$ cat config.mk
export PLATFORM = sky130hd
export DESIGN_NAME = vtw_vlan_table
export DESIGN_NICKNAME = d
export VERILOG_FILES = /design/src/hdl/vtw_pkg.sv /design/src/hdl/vtw_entry_match.sv /design/src/hdl/vtw_vlan_table.sv
export SDC_FILE = /design/constraint.sdc
export NUM_CORES = 1
export LEC_CHECK = 0
export ABC_AREA = 0
export ABC_CLOCK_PERIOD_IN_PS = 10300
export CELL_PAD_IN_SITES_DETAIL_PLACEMENT = 0
export CELL_PAD_IN_SITES_GLOBAL_PLACEMENT = 2
export CORE_ASPECT_RATIO = 0.6
export CORE_MARGIN = 5
export CORE_UTILIZATION = 45
export CTS_CLUSTER_DIAMETER = 30
export DETAILED_ROUTE_END_ITERATION = 12
export DONT_BUFFER_PORTS = 1
export HOLD_SLACK_MARGIN = 0.02
export PLACE_DENSITY = 0.89
export SYNTH_ARGS = -nofsm -noshare
export SYNTH_HDL_FRONTEND = slang
export SYNTH_SLANG_ARGS = --single-unit
$ cat constraint.sdc
create_clock -name ref_clk -period 10.3 [get_ports ref_clk]
set_input_delay 2.06 -clock ref_clk [delete_from_list [all_inputs] [get_ports ref_clk]]
set_output_delay 2.06 -clock ref_clk [all_outputs]
set_load 0.02 [all_outputs]
$ cat src/hdl/vtw_pkg.sv
/*
 * Constants shared by the VLAN table staging register block: register
 * numbers, field positions, table sizes and reset values.
 * Assumes nothing beyond a SystemVerilog compiler.
 */
package vtw_pkg;
    // --------------------------------------------------------------
    // register numbers
    // --------------------------------------------------------------
    localparam logic [15:0] REG_CMD      = 16'h180B;
    localparam logic [15:0] REG_WR_DATA  = 16'h180C;
    localparam logic [15:0] REG_RD_DATA  = 16'h180E;
    localparam logic [15:0] REG_CMD_STS  = 16'h1810;

    // --------------------------------------------------------------
    // field layout
    // --------------------------------------------------------------
    localparam int DATA_W       = 18;   // live width of data registers
    localparam int VID_W        = 12;
    localparam int PRIO_W       = 3;
    localparam int PVID_W       = 15;   // vid plus priority
    localparam int VID_LSB      = 0;
    localparam int PRIO_LSB     = 12;
    localparam int P0_UNTAG_BIT = 12;   // port p untag at 12+2p, member at 13+2p
    localparam int CMD_IDX_W    = 4;
    localparam int CMD_SEL_BIT  = 4;    // set: port default table
    localparam int CMD_RNW_BIT  = 5;    // set: read, clear: write
    localparam int CMD_W        = 6;
    localparam int STS_PEND_BIT = 0;

    // --------------------------------------------------------------
    // sizes and reset values
    // --------------------------------------------------------------
    localparam int NUM_ENTRIES  = 16;
    localparam int NUM_PORTS    = 3;
    localparam logic [DATA_W-1:0] DATA_RST = 18'h00000;
    localparam logic [PVID_W-1:0] PVID_RST = 15'h0000;
    localparam logic [CMD_W-1:0]  CMD_RST  = 6'h00;
    localparam logic [VID_W-1:0]  VID_NULL = 12'h000;
endpackage : vtw_pkg

$ cat src/hdl/vtw_entry_match.sv
/*
 * Compares one stored VLAN entry against a lookup VLAN ID.
 * Assumes the entry layout of vtw_pkg; purely combinational.
 */
`timescale 1ns/1ps
`default_nettype none
module vtw_entry_match (
    // stored entry
    input  wire logic [vtw_pkg::DATA_W-1:0] entry,
    // vid under lookup
    input  wire logic [vtw_pkg::VID_W-1:0]  vid,
    // result
    output logic                            hit
);
    assign hit = (entry[vtw_pkg::VID_W-1:0] != vtw_pkg::VID_NULL) &&
                 (entry[vtw_pkg::VID_W-1:0] == vid);
endmodule : vtw_entry_match
`default_nettype wire

$ cat src/hdl/vtw_vlan_table.sv
/*
 * VLAN table write-data staging register with the command register,
 * operation-pending status, read-data register, the VLAN and port
 * default tables and the per-frame lookup that applies them.
 * Assumes a same-clock register port from the management logic and a
 * same-clock lookup strobe from the forwarding logic.
 */
// Functional notes
// - table select clear: data is a VLAN entry; set: port default entry
// - port default: vid in bits 11:0, priority in 14:12, rest reserved
// - untagged or null-vid frames take the port's default vid and priority
// - port default vid and priority reset to zero on all three ports
// - member bit set: matching ingress frames accepted on that port
// - member bit clear: matching frames dropped unless admit-nonmember set
// - egress broadcast domain holds only ports whose member bit is set
// - ingress port's untag bit set: tag stripped when member hybrid egress ports transmit
// - member/untag pairs at 17:16 port2, 15:14 port1, 13:12 port0
// - entry vid is bits 11:0, reset zero
// - entry vid zero means entry disabled
// - command write starts access at once; bit 5 read one, write zero; a command write while pending is ignored
// - command bit 4 picks port table; bits 3:0 pick entry or port
`timescale 1ns/1ps
`default_nettype none
module vtw_vlan_table (
    // clock and reset
    input  wire logic        ref_clk,
    input  wire logic        rst_n,
    // register port
    input  wire logic [15:0] reg_addr,
    input  wire logic        reg_wr,
    input  wire logic        reg_rd,
    input  wire logic [31:0] reg_wdata,
    output logic      [31:0] reg_rdata,
    output logic             reg_rvalid,
    // per-port settings kept elsewhere
    input  wire logic [2:0]  admit_nonmember_config,
    input  wire logic [2:0]  egress_port_kind_config,
    // lookup request
    input  wire logic        lk_req,
    input  wire logic [1:0]  lk_port,
    input  wire logic        lk_tagged,
    input  wire logic [11:0] lk_vid,
    input  wire logic [2:0]  lk_prio,
    // lookup answer
    output logic             lk_done,
    output logic             lk_accept,
    output logic [11:0]      lk_vid_out,
    output logic [2:0]       lk_prio_out,
    output logic [2:0]       lk_member_mask,
    output logic [2:0]       lk_strip_mask
);
    // ----------------------------------------------------------------
    // storage
    // ----------------------------------------------------------------
    logic [vtw_pkg::DATA_W-1:0] vlan_table_write_data_q;
    logic [vtw_pkg::DATA_W-1:0] rd_data_q;
    logic [vtw_pkg::CMD_W-1:0]  vlan_table_command_q;
    logic                       pend_q;
    logic [vtw_pkg::DATA_W-1:0] vtab_q [vtw_pkg::NUM_ENTRIES];
    logic [vtw_pkg::PVID_W-1:0] pvid_q [vtw_pkg::NUM_PORTS];

    logic                       wr_cmd;
    logic [3:0]                 cmd_idx;
    logic                       table_select_port_default;
    logic                       table_read_not_write;

    assign wr_cmd  = reg_wr && (reg_addr == vtw_pkg::REG_CMD) && !pend_q;
    assign cmd_idx = vlan_table_command_q[vtw_pkg::CMD_IDX_W-1:0];
    assign table_select_port_default = vlan_table_command_q[vtw_pkg::CMD_SEL_BIT];
    assign table_read_not_write      = vlan_table_command_q[vtw_pkg::CMD_RNW_BIT];

    // ----------------------------------------------------------------
    // staging and command registers
    // ----------------------------------------------------------------
    // staging register; upper bits never stored
    always_ff @(posedge ref_clk or negedge rst_n) begin
        if (!rst_n) begin
            vlan_table_write_data_q <= vtw_pkg::DATA_RST;
        end else if (reg_wr && reg_addr == vtw_pkg::REG_WR_DATA) begin
            vlan_table_write_data_q <= reg_wdata[vtw_pkg::DATA_W-1:0];
        end
    end

    // command capture; a write while pending is ignored so the
    // running access never sees its index change underneath it
    always_ff @(posedge ref_clk or negedge rst_n) begin
        if (!rst_n) begin
            vlan_table_command_q <= vtw_pkg::CMD_RST;
            pend_q               <= 1'b0;
        end else if (wr_cmd) begin
            vlan_table_command_q <= reg_wdata[vtw_pkg::CMD_W-1:0];
            pend_q               <= 1'b1;
        end else begin
            pend_q <= 1'b0;                  // access completes in one cycle
        end
    end

    // ----------------------------------------------------------------
    // table access
    // ----------------------------------------------------------------
    // select table by mode
    always_ff @(posedge ref_clk or negedge rst_n) begin
        if (!rst_n) begin
            for (int i = 0; i < vtw_pkg::NUM_ENTRIES; i++) begin
                vtab_q[i] <= vtw_pkg::DATA_RST;
            end
        end else if (pend_q && !table_read_not_write && !table_select_port_default) begin
            vtab_q[cmd_idx] <= vlan_table_write_data_q;
        end
    end

    // port defaults; out-of-range port index is ignored
    always_ff @(posedge ref_clk or negedge rst_n) begin
        if (!rst_n) begin
            for (int p = 0; p < vtw_pkg::NUM_PORTS; p++) begin
                pvid_q[p] <= vtw_pkg::PVID_RST;
            end
        end else if (pend_q && !table_read_not_write && table_select_port_default &&
                     cmd_idx < 4'(vtw_pkg::NUM_PORTS)) begin
            pvid_q[cmd_idx[1:0]] <= vlan_table_write_data_q[vtw_pkg::PVID_W-1:0];
        end
    end

    // read access result
    always_ff @(posedge ref_clk or negedge rst_n) begin
        if (!rst_n) begin
            rd_data_q <= vtw_pkg::DATA_RST;
        end else if (pend_q && table_read_not_write) begin
            if (!table_select_port_default) begin
                rd_data_q <= vtab_q[cmd_idx];
            end else if (cmd_idx < 4'(vtw_pkg::NUM_PORTS)) begin
                rd_data_q <= {3'h0, pvid_q[cmd_idx[1:0]]};
            end else begin
                rd_data_q <= vtw_pkg::DATA_RST;
            end
        end
    end

    // ----------------------------------------------------------------
    // register reads
    // ----------------------------------------------------------------
    // one cycle read latency; unmapped numbers read zero
    always_ff @(posedge ref_clk or negedge rst_n) begin
        if (!rst_n) begin
            reg_rdata  <= 32'h00000000;
            reg_rvalid <= 1'b0;
        end else begin
            reg_rvalid <= reg_rd;
            if (reg_rd) begin
                unique case (reg_addr)
                    vtw_pkg::REG_WR_DATA: reg_rdata <= {14'h0000, vlan_table_write_data_q};
                    vtw_pkg::REG_RD_DATA: reg_rdata <= {14'h0000, rd_data_q};
                    vtw_pkg::REG_CMD:     reg_rdata <= {26'h0000000, vlan_table_command_q};
                    vtw_pkg::REG_CMD_STS: reg_rdata <= {31'h00000000, pend_q};
                    default:              reg_rdata <= 32'h00000000;
                endcase
            end
        end
    end

    // ----------------------------------------------------------------
    // frame lookup
    // ----------------------------------------------------------------
    logic [1:0]                 port_c;
    logic [vtw_pkg::PVID_W-1:0] pdef_c;
    logic                       use_def_c;
    logic [11:0]                vid_c;
    logic [2:0]                 prio_c;
    logic [vtw_pkg::NUM_ENTRIES-1:0] hit_c;
    logic                       any_hit_c;
    logic [vtw_pkg::DATA_W-1:0] ent_c;
    logic [2:0]                 memb_c;
    logic [2:0]                 untag_c;

    assign port_c = (lk_port < 2'(vtw_pkg::NUM_PORTS)) ? lk_port : 2'h0;
    assign pdef_c = pvid_q[port_c];
    assign use_def_c = !lk_tagged || (lk_vid == vtw_pkg::VID_NULL);
    assign vid_c  = use_def_c ? pdef_c[vtw_pkg::PRIO_LSB-1:vtw_pkg::VID_LSB] : lk_vid;
    assign prio_c = use_def_c ? pdef_c[vtw_pkg::PVID_W-1:vtw_pkg::PRIO_LSB] : lk_prio;

    // one comparator per entry
    for (genvar g = 0; g < vtw_pkg::NUM_ENTRIES; g++) begin : g_match
        vtw_entry_match u_match (
            .entry (vtab_q[g]),
            .vid   (vid_c),
            .hit   (hit_c[g])
        );
    end

    // lowest-numbered matching entry wins if several share a vid
    always_comb begin
        ent_c     = vtw_pkg::DATA_RST;
        any_hit_c = 1'b0;
        for (int i = vtw_pkg::NUM_ENTRIES - 1; i >= 0; i--) begin
            if (hit_c[i]) begin
                ent_c     = vtab_q[i];
                any_hit_c = 1'b1;
            end
        end
    end

    always_comb begin
        for (int p = 0; p < vtw_pkg::NUM_PORTS; p++) begin
            untag_c[p] = ent_c[vtw_pkg::P0_UNTAG_BIT + 2*p];
            memb_c[p]  = ent_c[vtw_pkg::P0_UNTAG_BIT + 2*p + 1];
        end
    end

    // registered lookup answer, one cycle after the request
    always_ff @(posedge ref_clk or negedge rst_n) begin
        if (!rst_n) begin
            lk_done        <= 1'b0;
            lk_accept      <= 1'b0;
            lk_vid_out     <= 12'h000;
            lk_prio_out    <= 3'h0;
            lk_member_mask <= 3'h0;
            lk_strip_mask  <= 3'h0;
        end else begin
            lk_done <= lk_req;
            if (lk_req) begin
                lk_vid_out  <= vid_c;
                lk_prio_out <= prio_c;
                lk_accept <= (lk_port < 2'(vtw_pkg::NUM_PORTS)) && any_hit_c &&
                             (memb_c[port_c] || admit_nonmember_config[port_c]);
                lk_member_mask <= memb_c;
                lk_strip_mask <= {3{untag_c[port_c]}} & memb_c & egress_port_kind_config;
            end
        end
    end
endmodule : vtw_vlan_table
`default_nettype wire

==> results of run 1 <==
==> power groups by stage <==
| stage | Combinational (W) | Clock, W | Sequential, W |
|---|---|---|---|
| global route | 0.000187 | 0.00287 | 0.00167 |
| floorplan | 0.000128 | 0 | 0.00169 |
| finish | 0.000181 | 0.00276 | 0.00167 |
| detailed placement | 0.000171 | 0 | 0.00170 |
| global placement | 0.000170 | 0 | 0.00170 |
| CTS | 0.000173 | 0.00279 | 0.00167 |
==> area by class of cell <==
| cell class | count | area [sq um] | share of cell area [%] |
|---|---|---|---|
| clock inverters | 54 | 716 | 2.60 |
| clock buffers | 92 | 2130 | 7.73 |
| inverters | 59 | 221 | 0.804 |
| well taps | 703 | 880 | 3.19 |
| repair buffers | 36 | 270 | 0.982 |
| multi-input cells | 1469 | 12800 | 46.7 |
| flip-flops and latches | 418 | 10500 | 38.0 |
| diodes | 1 | 2.50 | 0.00909 |
==> flip-flops by register name, indices dropped and copies added (netlist names) <==
signal / count
lk_prio_out: 3
lk_vid_out: 12
vtab_q: 288
rd_data_q: 18
lk_accept: 1
reg_rdata: 18
lk_member_mask: 3
vlan_table_write_data_q: 18
vlan_table_command_q: 6
pend_q: 1
pvid_q: 45
lk_done: 1
lk_strip_mask: 3
reg_rvalid: 1
==> worst max-delay path by stage <==
stage,start,endpoint
global placement,lk_vid[8],lk_strip_mask[2]
CTS,lk_vid[8],lk_member_mask[2]
finish,lk_vid[2],lk_strip_mask[2]
detailed placement,lk_vid[8],lk_strip_mask[2]
floorplan,lk_vid[5],lk_strip_mask[0]
global route,lk_vid[2],lk_member_mask[2]
==> routing by layer <==
layer	vias up	GRT usage, %	wire, um
li1	7804	-	-
met1	9740	44.2	37900
met2	1256	39.9	35300
met3	183	15.6	14400
met4	5	8.37	2810
met5	-	3.24	269
==> worst reg2reg max path: cells and delay by family (launching register included) <==
family / cells / cell delay [ps]
compound gates: 6 / 3100
flops: 1 / 410
simple gates: 6 / 2160
==> cells in the final DEF (no fill, tap or decap), types with 14 or more instances in the layout <==
cell,Yosys,layout
nand2_1,139,139
nor3_1,47,45
o21ai_0,67,66
inv_1,57,57
inv_6,0,16
nand4_1,28,28
nor4_1,64,62
mux2i_1,31,31
dfrtp_1,418,416
nor2_1,57,52
clkbuf_16,0,80
conb_1,1,14
a22oi_1,24,24
a21oi_1,48,48
xor2_1,37,36
mux4_2,90,90
nand3_1,38,38
mux2_2,364,364
xnor2_1,118,118
buf_4,16,36
==> Yosys cell counts (8+ instances only) <==
cell type / count / area, sq um
xor2_1: 37 / 324
a21oi_1: 48 / 240
nor4b_1: 12 / 105
buf_2: 23 / 115
or4_1: 9 / 67.6
inv_1: 57 / 214
nor3_1: 47 / 235
nor4_1: 64 / 400
buf_1: 16 / 60.1
a31oi_1: 14 / 87.6
mux2_2: 364 / 4100
nor2b_1: 15 / 93.8
o221ai_1: 9 / 78.8
o211ai_1: 12 / 90.1
o21ai_0: 67 / 335
and2_1: 10 / 62.6
mux2i_1: 31 / 310
o22ai_1: 8 / 50.1
a21boi_0: 9 / 67.6
nand2_1: 139 / 522
nand2b_1: 11 / 68.8
a22oi_1: 24 / 180
buf_4: 16 / 120
mux4_2: 90 / 2030
nand3b_1: 13 / 97.6
nand4_1: 28 / 175
nand3_1: 38 / 190
clkbuf_1: 110 / 413
xnor2_1: 118 / 1030
nor2_1: 57 / 214
and3_1: 9 / 56.3
a311oi_1: 8 / 70.1
dfrtp_1: 418 / 10500
a211oi_1: 13 / 97.6
==> cell families after synthesis <==
group / Yosys count
AO/OA/AOI/OAI: 318
XOR/XNOR: 155
buffers and inverters: 225
multiplexers: 485
flip-flops: 418
AND/OR/NAND/NOR: 497
other: 1
==> per-stage QoR <==
| step | hold WS (ps) | power (W) | util (%) | std cells |
|---|---|---|---|---|
| after floorplan | 467 | 0.00182 | - | 2112 |
| after detailed placement | 500 | 0.00187 | 46.8 | 2685 |
| after CTS | 514 | 0.00463 | 52.2 | 2831 |
| final | 512 | 0.00461 | 52.2 | 2832 |
| after global routing | 533 | 0.00473 | 52.2 | 2831 |
| after global placement | 497 | 0.00187 | 46.8 | 2685 |
==> impl_metrics.csv, run 1 <==
group,metric,value,unit
status,status,"finished with violations",
status,violations,"capacitance limit, slew limit",
sta,rsz0062_at_grt,"no",
final_layout,design_area,27500,sq um
floorplanning,core_area,52800,sq um
place,pre_cts_ws,3060,ps
place,place_area,24700,sq um
clock_tree,insertion_delay,630,ps
sta,fin_crit,7050,ps
worst_setup_path,r2r_cells,12,
worst_setup_path,path_depth,12,
synthesis,syn_area,24100,sq um
clock_tree,clkTransAtPathRegs,50,ps
floorplanning,num_rows,65,
sta,skew,21.4,ps
final_layout,nets,2140,
pwr,seqPwrFrac,36.2,%
synthesis,synthArstFlopShare,100,%
place,place_congestion,0.993,
synthesis,synth_xor_area_share,5.63,%
worst_setup_path,worstReg2RegEnd,"lk_strip_mask[2]",
worst_setup_path,crit_type,"input pin to flop",
synthesis,synthFlopType,"dfrtp_1",
global_routing,grt_pass1_vias,18300,
sta,setup_tns,0,ps
worst_setup_path,worstPathCellList,"nor4_2 > a311oi_1 > o21ai_0 > nor4b_1 > nand4_1 > nor3_2 > nor3b_1 > a2111oi_0 > o22ai_1 > a221o_1 > nand2_1 > a32o_1",
synthesis,syn_inst,2099,
pwr,p_per_area,167,nW/um^2
global_routing,antenna_found_initial,3,
synthesis,synth.distinct_cells,85,
global_routing,grt_overflow_total,0,
route,antenna_left,0,
clock_tree,cts-root-buf,"clkbuf_16",
worst_setup_path,cp_slowest_cell,"a2111oi_0",
global_routing,grt_use_total,30.6,%
sta,slew_headroom,-8.30,%
synthesis,synth_top_family_by_area,"multiplexers",
place,post-dp-hpwl,63200,um
synthesis,synth_compound_area_share,9.40,%
pwr,irDropWorstVdd,121,uV
worst_setup_path,worstPathMaxFanout,13,
worst_setup_path,r2r_start,"pvid_q[10]",
hold_path,min_path_cells,1,
hold_path,holdPathEnd,"rd_data_q[17]",
sta,setup_violations,0,
pwr,power_frac_clock,59.9,%
synthesis,synth_adder_area_share,0,%
run,drv_cap,1,
pwr,combPwrFrac,3.9,%
sta,finalWorstSetupSlack,3250,ps
final_layout,area_growth_syn_to_layout,14.1,%
clock_tree,htree_levels,3,
pwr,p_sw,0.00113,W
synthesis,synth_edf_count,0,
clock_tree,clockBufferDepth,3,
synthesis,ys_seq_elements,418,
floorplanning,die_w,309,um
route,vias_per_cell,6.70,
worst_setup_path,cp.arrival,7610,ps
final_layout,layout-drive-gt1-share,32.0,%
route,drt_wl_total,90700,um
worst_setup_path,cp.buffers_inverters,0,
worst_setup_path,crit_path_start_kind,"input pin",
sta,worstMarginPinSlew,1600,ps
floorplanning,die_h,189,um
worst_setup_path,critPathCaptureType,"flop",
clock_tree,post_cts_buffers,0,
worst_setup_path,rrSetupSlack,4590,ps
clock_tree,cts_tree,"done",
clock_tree,cts_buffers,79,
route,routed-via-count,19000,
pwr,leakage,12.1,nW
synthesis,synth.avg_cell_area,11.5,sq um
route,route.detailed.drc,0,
synthesis,seq_area_frac_synth,43.3,%
final_layout,nFillCells,4520,
floorplanning,dieArea,58500,sq um
route,avgRoutedWirePerCell,32.0,um
sta,fin_crit_sh,68.4,%
sta,slew_viol_final,73,
synthesis,synthSimpleGateAreaFrac,11.0,%
clock_tree,hold_buffers,0,
synthesis,ys_warn_count,0,
clock_tree,clock_sinks,418,
global_routing,grt_first_pass_wirelength,131000,um
sta,hold_viol,0,
sta,fmax,0.142,GHz
pwr,intPower,0.00348,W
route,first_pass_iters,7,
synthesis,muxShareOfSynthArea,26.7,%
floorplanning,initial_core_util,45.7,%
worst_setup_path,max_stage_delay,950,ps
hold_path,min_path_type,"flop to flop",
global_routing,grt_max_degree,419,
worst_setup_path,path_delay_family,"simple AND/OR/NAND/NOR gates",
clock_tree,cts_resized,0,
hold_path,min_from,"rd_data_q[17]",
route,drt_iter0_markers,2737,
place,io_buffers,0,
worst_setup_path,worstPathRequired,10860,ps
floorplanning,io_pins,133,
pwr,swShare,24.5,%
Power figures use the tool's default switching activity.
==> inputs of run 2 (changes only) <==
--- a/config.mk
+++ b/config.mk
@@ -6,17 +6,17 @@
 export NUM_CORES = 1
 export LEC_CHECK = 0
 export ABC_AREA = 0
-export ABC_CLOCK_PERIOD_IN_PS = 10300
+export ABC_CLOCK_PERIOD_IN_PS = 7200
 export CELL_PAD_IN_SITES_DETAIL_PLACEMENT = 0
 export CELL_PAD_IN_SITES_GLOBAL_PLACEMENT = 2
 export CORE_ASPECT_RATIO = 0.6
 export CORE_MARGIN = 5
-export CORE_UTILIZATION = 45
+export CORE_UTILIZATION = 44
 export CTS_CLUSTER_DIAMETER = 30
 export DETAILED_ROUTE_END_ITERATION = 12
 export DONT_BUFFER_PORTS = 1
 export HOLD_SLACK_MARGIN = 0.02
-export PLACE_DENSITY = 0.89
+export PLACE_DENSITY = 0.87
 export SYNTH_ARGS = -nofsm -noshare
 export SYNTH_HDL_FRONTEND = slang
 export SYNTH_SLANG_ARGS = --single-unit
==> constraint.sdc (replaced) <==
create_clock -name ref_clk -period 7.2 [get_ports ref_clk]
set_input_delay 1.44 -clock ref_clk [delete_from_list [all_inputs] [get_ports ref_clk]]
set_output_delay 1.44 -clock ref_clk [all_outputs]
set_load 0.02 [all_outputs]
==> run 2 against run 1 <==
  * The flow now finishes without violations
  * Critical path depth grew 1
  * Via count rose by 0.61%
  * Sequential power grew 43%
  * Clock-buffer cell count grew 6
  * Register-to-register slack got worse by 2600 ps
  * Total power grew 43%
  * Largest cell class unchanged
  * Global-route usage barely moved
  * Routed wire length is 2.5% higher
  * Sequential share of layout area down 0.30 points
  * Cell area rose by 0.80%
==> impl_metrics.csv, run 2 (same netlist as run 1, synthesis figures left out) <==
group,metric,value,unit
pwr,leakage,12.2,nW
worst_setup_path,path_delay_family,"simple AND/OR/NAND/NOR gates",
route,routed-via-count,19100,
final_layout,area_growth_syn_to_layout,15.0,%
floorplanning,io_pins,133,
final_layout,multi_input_area,12800,sq um
status,status,"completed",
route,drt_wl_total,92900,um
global_routing,grt_max_degree,419,
clock_tree,cts_tree,"done",
worst_setup_path,crit_type,"input pin to flop",
global_routing,grt_pass1_vias,18400,
clock_tree,post_cts_buffers,0,
sta,worstMarginPinSlew,1280,ps
route,antenna_left,0,
clock_tree,clkTransAtPathRegs,50,ps
floorplanning,die_h,191,um
final_layout,nets,2165,
worst_setup_path,critPathCaptureType,"flop",
sta,fin_crit,6120,ps
floorplanning,die_w,312,um
final_layout,regArea,10500,sq um
place,io_buffers,0,
route,avgRoutedWirePerCell,32.4,um
global_routing,grt_overflow_total,0,
clock_tree,clockBufferDepth,3,
clock_tree,cts_buffers,77,
sta,slew_viol_final,0,
clock_tree,cts-root-buf,"clkbuf_16",
sta,fin_crit_sh,85.0,%
sta,setup_violations,0,
final_layout,nFillCells,4705,
pwr,p_per_area,238,nW/um^2
final_layout,final_cell_mix,"dfrtp_1, mux2_2, nand2_1",
route,route.detailed.drc,0,
hold_path,min_path_type,"flop to flop",
sta,rsz0062_at_grt,"no",
global_routing,antenna_found_initial,11,
final_layout,largest_reg_flops,288,
final_layout,final_common_cell,"dfrtp_1",
worst_setup_path,max_stage_delay,830,ps
pwr,irDropWorstVdd,178,uV
worst_setup_path,cp_slowest_cell,"xor2_2",
clock_tree,insertion_delay,620,ps
global_routing,grt_first_pass_wirelength,134000,um
pwr,total_power,0.00659,W
clock_tree,cts_resized,0,
clock_tree,hold_buffers,0,
sta,fmax,0.163,GHz
worst_setup_path,cp.buffers_inverters,1,
final_layout,reg_top3,"vtab_q x288, pvid_q x45",
worst_setup_path,worstPathMaxFanout,28,
place,post-dp-hpwl,65900,um
sta,skew,22.4,ps
final_layout,layout-drive-gt1-share,32.6,%
final_layout,max_flop_register,"vtab_q",
global_routing,grt_use_total,30.7,%
worst_setup_path,worstPathCellList,"xor2_2 > buf_4 > o2111a_1 > nor3_1 > nor4b_1 > nand4_1 > nor2_1 > nor4_1 > o211a_1 > o311ai_1 > a221oi_1 > o221ai_1 > a32o_1",
floorplanning,core_area,54300,sq um
clock_tree,clock_sinks,418,
floorplanning,num_rows,66,
worst_setup_path,crit_path_start_kind,"input pin",
worst_setup_path,worstPathRequired,7750,ps
sta,setup_tns,0,ps
route,vias_per_cell,6.67,
worst_setup_path,cp.arrival,6670,ps
clock_tree,htree_levels,3,
route,drt_iter0_markers,2648,
route,first_pass_iters,7,
floorplanning,initial_core_util,44.5,%
run,drv_cap,0,
floorplanning,dieArea,59800,sq um
sta,hold_viol,0,
sta,slew_headroom,14.3,%
place,place_congestion,0.988,
-- run 2: cell count changes in the layout (fill, tap and decap cells not counted) --
cell       previous run  this run
buf_4                36        61
inv_6                16         8
clkbuf_8              8        14
clkinv_8              5         2
inv_8                 5         2
buf_12                0         2
bufinv_16            10        12
clkbuf_1              4         6
clkbuf_16            80        78
clkinv_16             0         1
-- run 2: per-layer routing --
layer / global-route usage [%] / vias to the layer above / part of all wire, %
met4: 6.73 / 6 / 2.2
met1: 45.5 / 9892 / 44
met3: 12.4 / 165 / 14
li1: - / 7884 / -
met2: 42.0 / 1157 / 40
met5: 0 / - / 0.049
-- run 2: final cells by class --
type,instances,area share [%]
Multi-Input combinational cell,1469,46.3
Sequential cell,418,37.7
Clock buffer,98,7.81
Tap cell,714,3.22
Clock inverter,43,2.35
Timing Repair Buffer,63,1.79
Inverter,59,0.798
Antenna cell,1,0.00902
-- run 2: metrics by stage --
| stage | instances | hold WS, ps | setup WS [ps] | instance area, sq um | utilization (%) |
|---|---|---|---|---|---|
| floorplan | 2112 | 467 | 1730 | 24200 | - |
| global placement | 2723 | 496 | 746 | 24900 | 45.9 |
| detailed placement | 2723 | 493 | 754 | 24900 | 45.9 |
| CTS | 2864 | 508 | 1340 | 27700 | 51.1 |
| global route | 2864 | 513 | 966 | 27700 | 51.1 |
| finish | 2865 | 511 | 1080 | 27800 | 51.2 |
-- run 2: final timing paths --
path,cells past startpoint,from,endpoint,slack (ps)
min in group asynchronous,0,rst_n,vtab_q[73],550
hold reg to reg,1,rd_data_q[16],rd_data_q[16],510
hold / removal,1,rd_data_q[16],rd_data_q[16],510
setup / recovery,13,lk_port[1],lk_strip_mask[2],1080
max in group asynchronous,0,rst_n,vtab_q[265],5730
setup reg to reg,12,pvid_q[4],lk_strip_mask[2],1990
-- run 2: where the power goes --
| part | switching, W | total [W] | internal (W) |
|---|---|---|---|
| sequential | 0.0000236 | 0.00239 | 0.00236 |
| clock | 0.00135 | 0.00393 | 0.00259 |
| combinational | 0.000179 | 0.000269 | 0.0000899 |
==> inputs of run 3 (changes only) <==
==> constraint.sdc (replaced) <==
create_clock -name ref_clk -period 7.2 [get_ports ref_clk]
set_input_delay 1.44 -clock ref_clk [delete_from_list [all_inputs] [get_ports ref_clk]]
set_output_delay 1.44 -clock ref_clk [all_outputs]
set_load 0.1 [all_outputs]
==> run 3 against run 2 <==
  * The flow now finishes with violations (slew limit)
  * Cell area decreased by 0.90%
  * Total power is 2.9% lower
  * Fmax is 3.9% higher
  * Worst hold slack worse by 12 ps
  * Critical path type unchanged
  * Flip-flop and latch count unchanged
  * Sequential power increased by 3%
  * Core utilization shrank 0.46 points
  * Routed wire length increased by 0.45%
  * Worst setup slack improved by 230 ps
  * Die area is the same
==> impl_metrics.csv, run 3 (same netlist as run 1, synthesis figures left out) <==
group,metric,value,unit
status,status,"finished with violations",
status,violations,"slew limit",
route,drt_wl_total,93400,um
clock_tree,clock_sinks,418,
clock_tree,cts_buffers,74,
sta,fin_hold_ws,500,ps
worst_setup_path,worstPathMaxFanout,11,
global_routing,grt_overflow_total,0,
worst_setup_path,critPathMostFrequentCell,"or4_1",
clock_tree,clkTransAtPathRegs,60,ps
floorplanning,initial_core_util,44.5,%
clock_tree,cts_tree,"done",
pwr,p_per_area,233,nW/um^2
sta,fin_crit_sh,81.8,%
final_layout,layout-drive-gt1-share,32.5,%
floorplanning,die_w,312,um
clock_tree,cts_resized,0,
worst_setup_path,cp_slowest_cell,"or4_1",
clock_tree,clockBufferDepth,3,
clock_tree,htree_levels,3,
sta,rsz0062_at_grt,"no",
global_routing,grt_use_total,30.9,%
final_layout,final_cell_mix,"dfrtp_1, mux2_2, nand2_1",
sta,skew,26.0,ps
run,drv_cap,0,
clock_tree,hold_buffers,0,
worst_setup_path,max_stage_delay,710,ps
hold_path,min_path_cells,1,
sta,setup_tns,0,ps
sta,fmax,0.170,GHz
pwr,irDropWorstVdd,148,uV
sta,hold_viol,0,
floorplanning,num_rows,66,
worst_setup_path,worstPathCellList,"or4_1 > o31ai_4 > buf_4 > a21boi_2 > a221oi_2 > nand4_1 > or4_1 > a211o_1 > o211a_1 > o311ai_1 > a221oi_1 > o221ai_1 > a32o_1",
worst_setup_path,r2r_cells,12,
final_layout,final_common_cell,"dfrtp_1",
final_layout,nFillCells,4718,
final_layout,area_growth_syn_to_layout,14.0,%
place,io_buffers,0,
worst_setup_path,worstPathRequired,7730,ps
place,post-dp-hpwl,66400,um
place,place_congestion,1.01,
clock_tree,cts-root-buf,"clkbuf_16",
route,antenna_left,0,
route,first_pass_iters,6,
clock_tree,post_cts_buffers,0,
final_layout,nets,2162,
sta,worstMarginPinSlew,1530,ps
global_routing,grt_pass1_vias,18200,
worst_setup_path,crit_path_start_kind,"input pin",
final_layout,max_flop_register,"vtab_q",
floorplanning,dieArea,59800,sq um
floorplanning,die_h,191,um
hold_path,min_path_type,"flop to flop",
clock_tree,insertion_delay,610,ps
final_layout,reg_top3,"vtab_q x288, pvid_q x45",
route,route.detailed.drc,0,
worst_setup_path,crit_type,"input pin to flop",
sta,setup_violations,0,
worst_setup_path,cp.arrival,6420,ps
sta,fin_crit,5890,ps
pwr,leakage,12.1,nW
route,vias_per_cell,6.66,
sta,slew_headroom,-2.03,%
global_routing,grt_max_degree,419,
global_routing,grt_first_pass_wirelength,134000,um
route,avgRoutedWirePerCell,32.6,um
floorplanning,io_pins,133,
floorplanning,core_area,54300,sq um
final_layout,largest_reg_flops,288,
sta,slew_viol_final,38,
route,drt_iter0_markers,2715,
route,routed-via-count,19100,
worst_setup_path,critPathCaptureType,"flop",
global_routing,antenna_found_initial,10,
==> run 3: cell count changes in the layout (fill, tap and decap cells not counted), moves of 3 or more <==
cell and delta:
clkbuf_8 -8, clkinv_4 +6, bufinv_16 -4, clkinv_2 +4, inv_6 +3
==> run 3: metal layers <==
metal	global-route usage, %	part of all wire, %	vias up
li1	-	-	7863
met1	47.0	44	9845
met4	7.24	2.4	4
met2	40.8	39	1198
met5	0	0.029	-
met3	12.5	15	146
==> run 3: path summary, 6_finish.rpt <==
path | start | to | slack [ps]
worst min-delay path | rd_data_q[15] | rd_data_q[15] | 500
worst max register to register | pvid_q[6] | lk_accept | 2080
max in group asynchronous | rst_n | vtab_q[229] | 5420
min in group asynchronous | rst_n | vtab_q[77] | 550
worst max-delay path | lk_vid[8] | lk_strip_mask[2] | 1310
worst min register to register | rd_data_q[15] | rd_data_q[15] | 500
==> run 3: area by class of cell <==
cell class	instances	area, sq um	area share [%]
Tap cell	714	893	3.25
Antenna cell	1	2.50	0.00910
Timing Repair Buffer	63	470	1.71
Sequential cell	418	10500	38.1
Clock inverter	51	598	2.17
Inverter	59	221	0.805
Clock buffer	86	2000	7.27
Multi-Input combinational cell	1469	12800	46.7
==> run 3: stage by stage <==
step | power (W) | cells | util [%] | setup WS [ps] | cell area [sq um]
5_1_grt | 0.00657 | 2860 | 50.7 | 1110 | 27500
4_1_cts | 0.00643 | 2859 | 50.7 | 1440 | 27500
3_3_place_gp | 0.00278 | 2722 | 45.9 | 853 | 24900
3_5_place_dp | 0.00278 | 2722 | 45.9 | 818 | 24900
6_report | 0.00640 | 2861 | 50.7 | 1310 | 27500
2_1_floorplan | 0.00270 | 2112 | - | 1730 | 24200
==> run 3: power breakdown <==
group | internal (W) | total, W | switching (W)
Combinational | 0.0000897 | 0.000295 | 0.000205
Sequential | 0.00236 | 0.00246 | 0.0000944
Clock | 0.00232 | 0.00365 | 0.00134
Total | 0.00477 | 0.00640 | 0.00164
==> run 3: critical path, delay by kind of cell <==
family	cells	cell delay (ps)
buf+inv	1	250
simple gates	3	1610
compound gates	9	3100
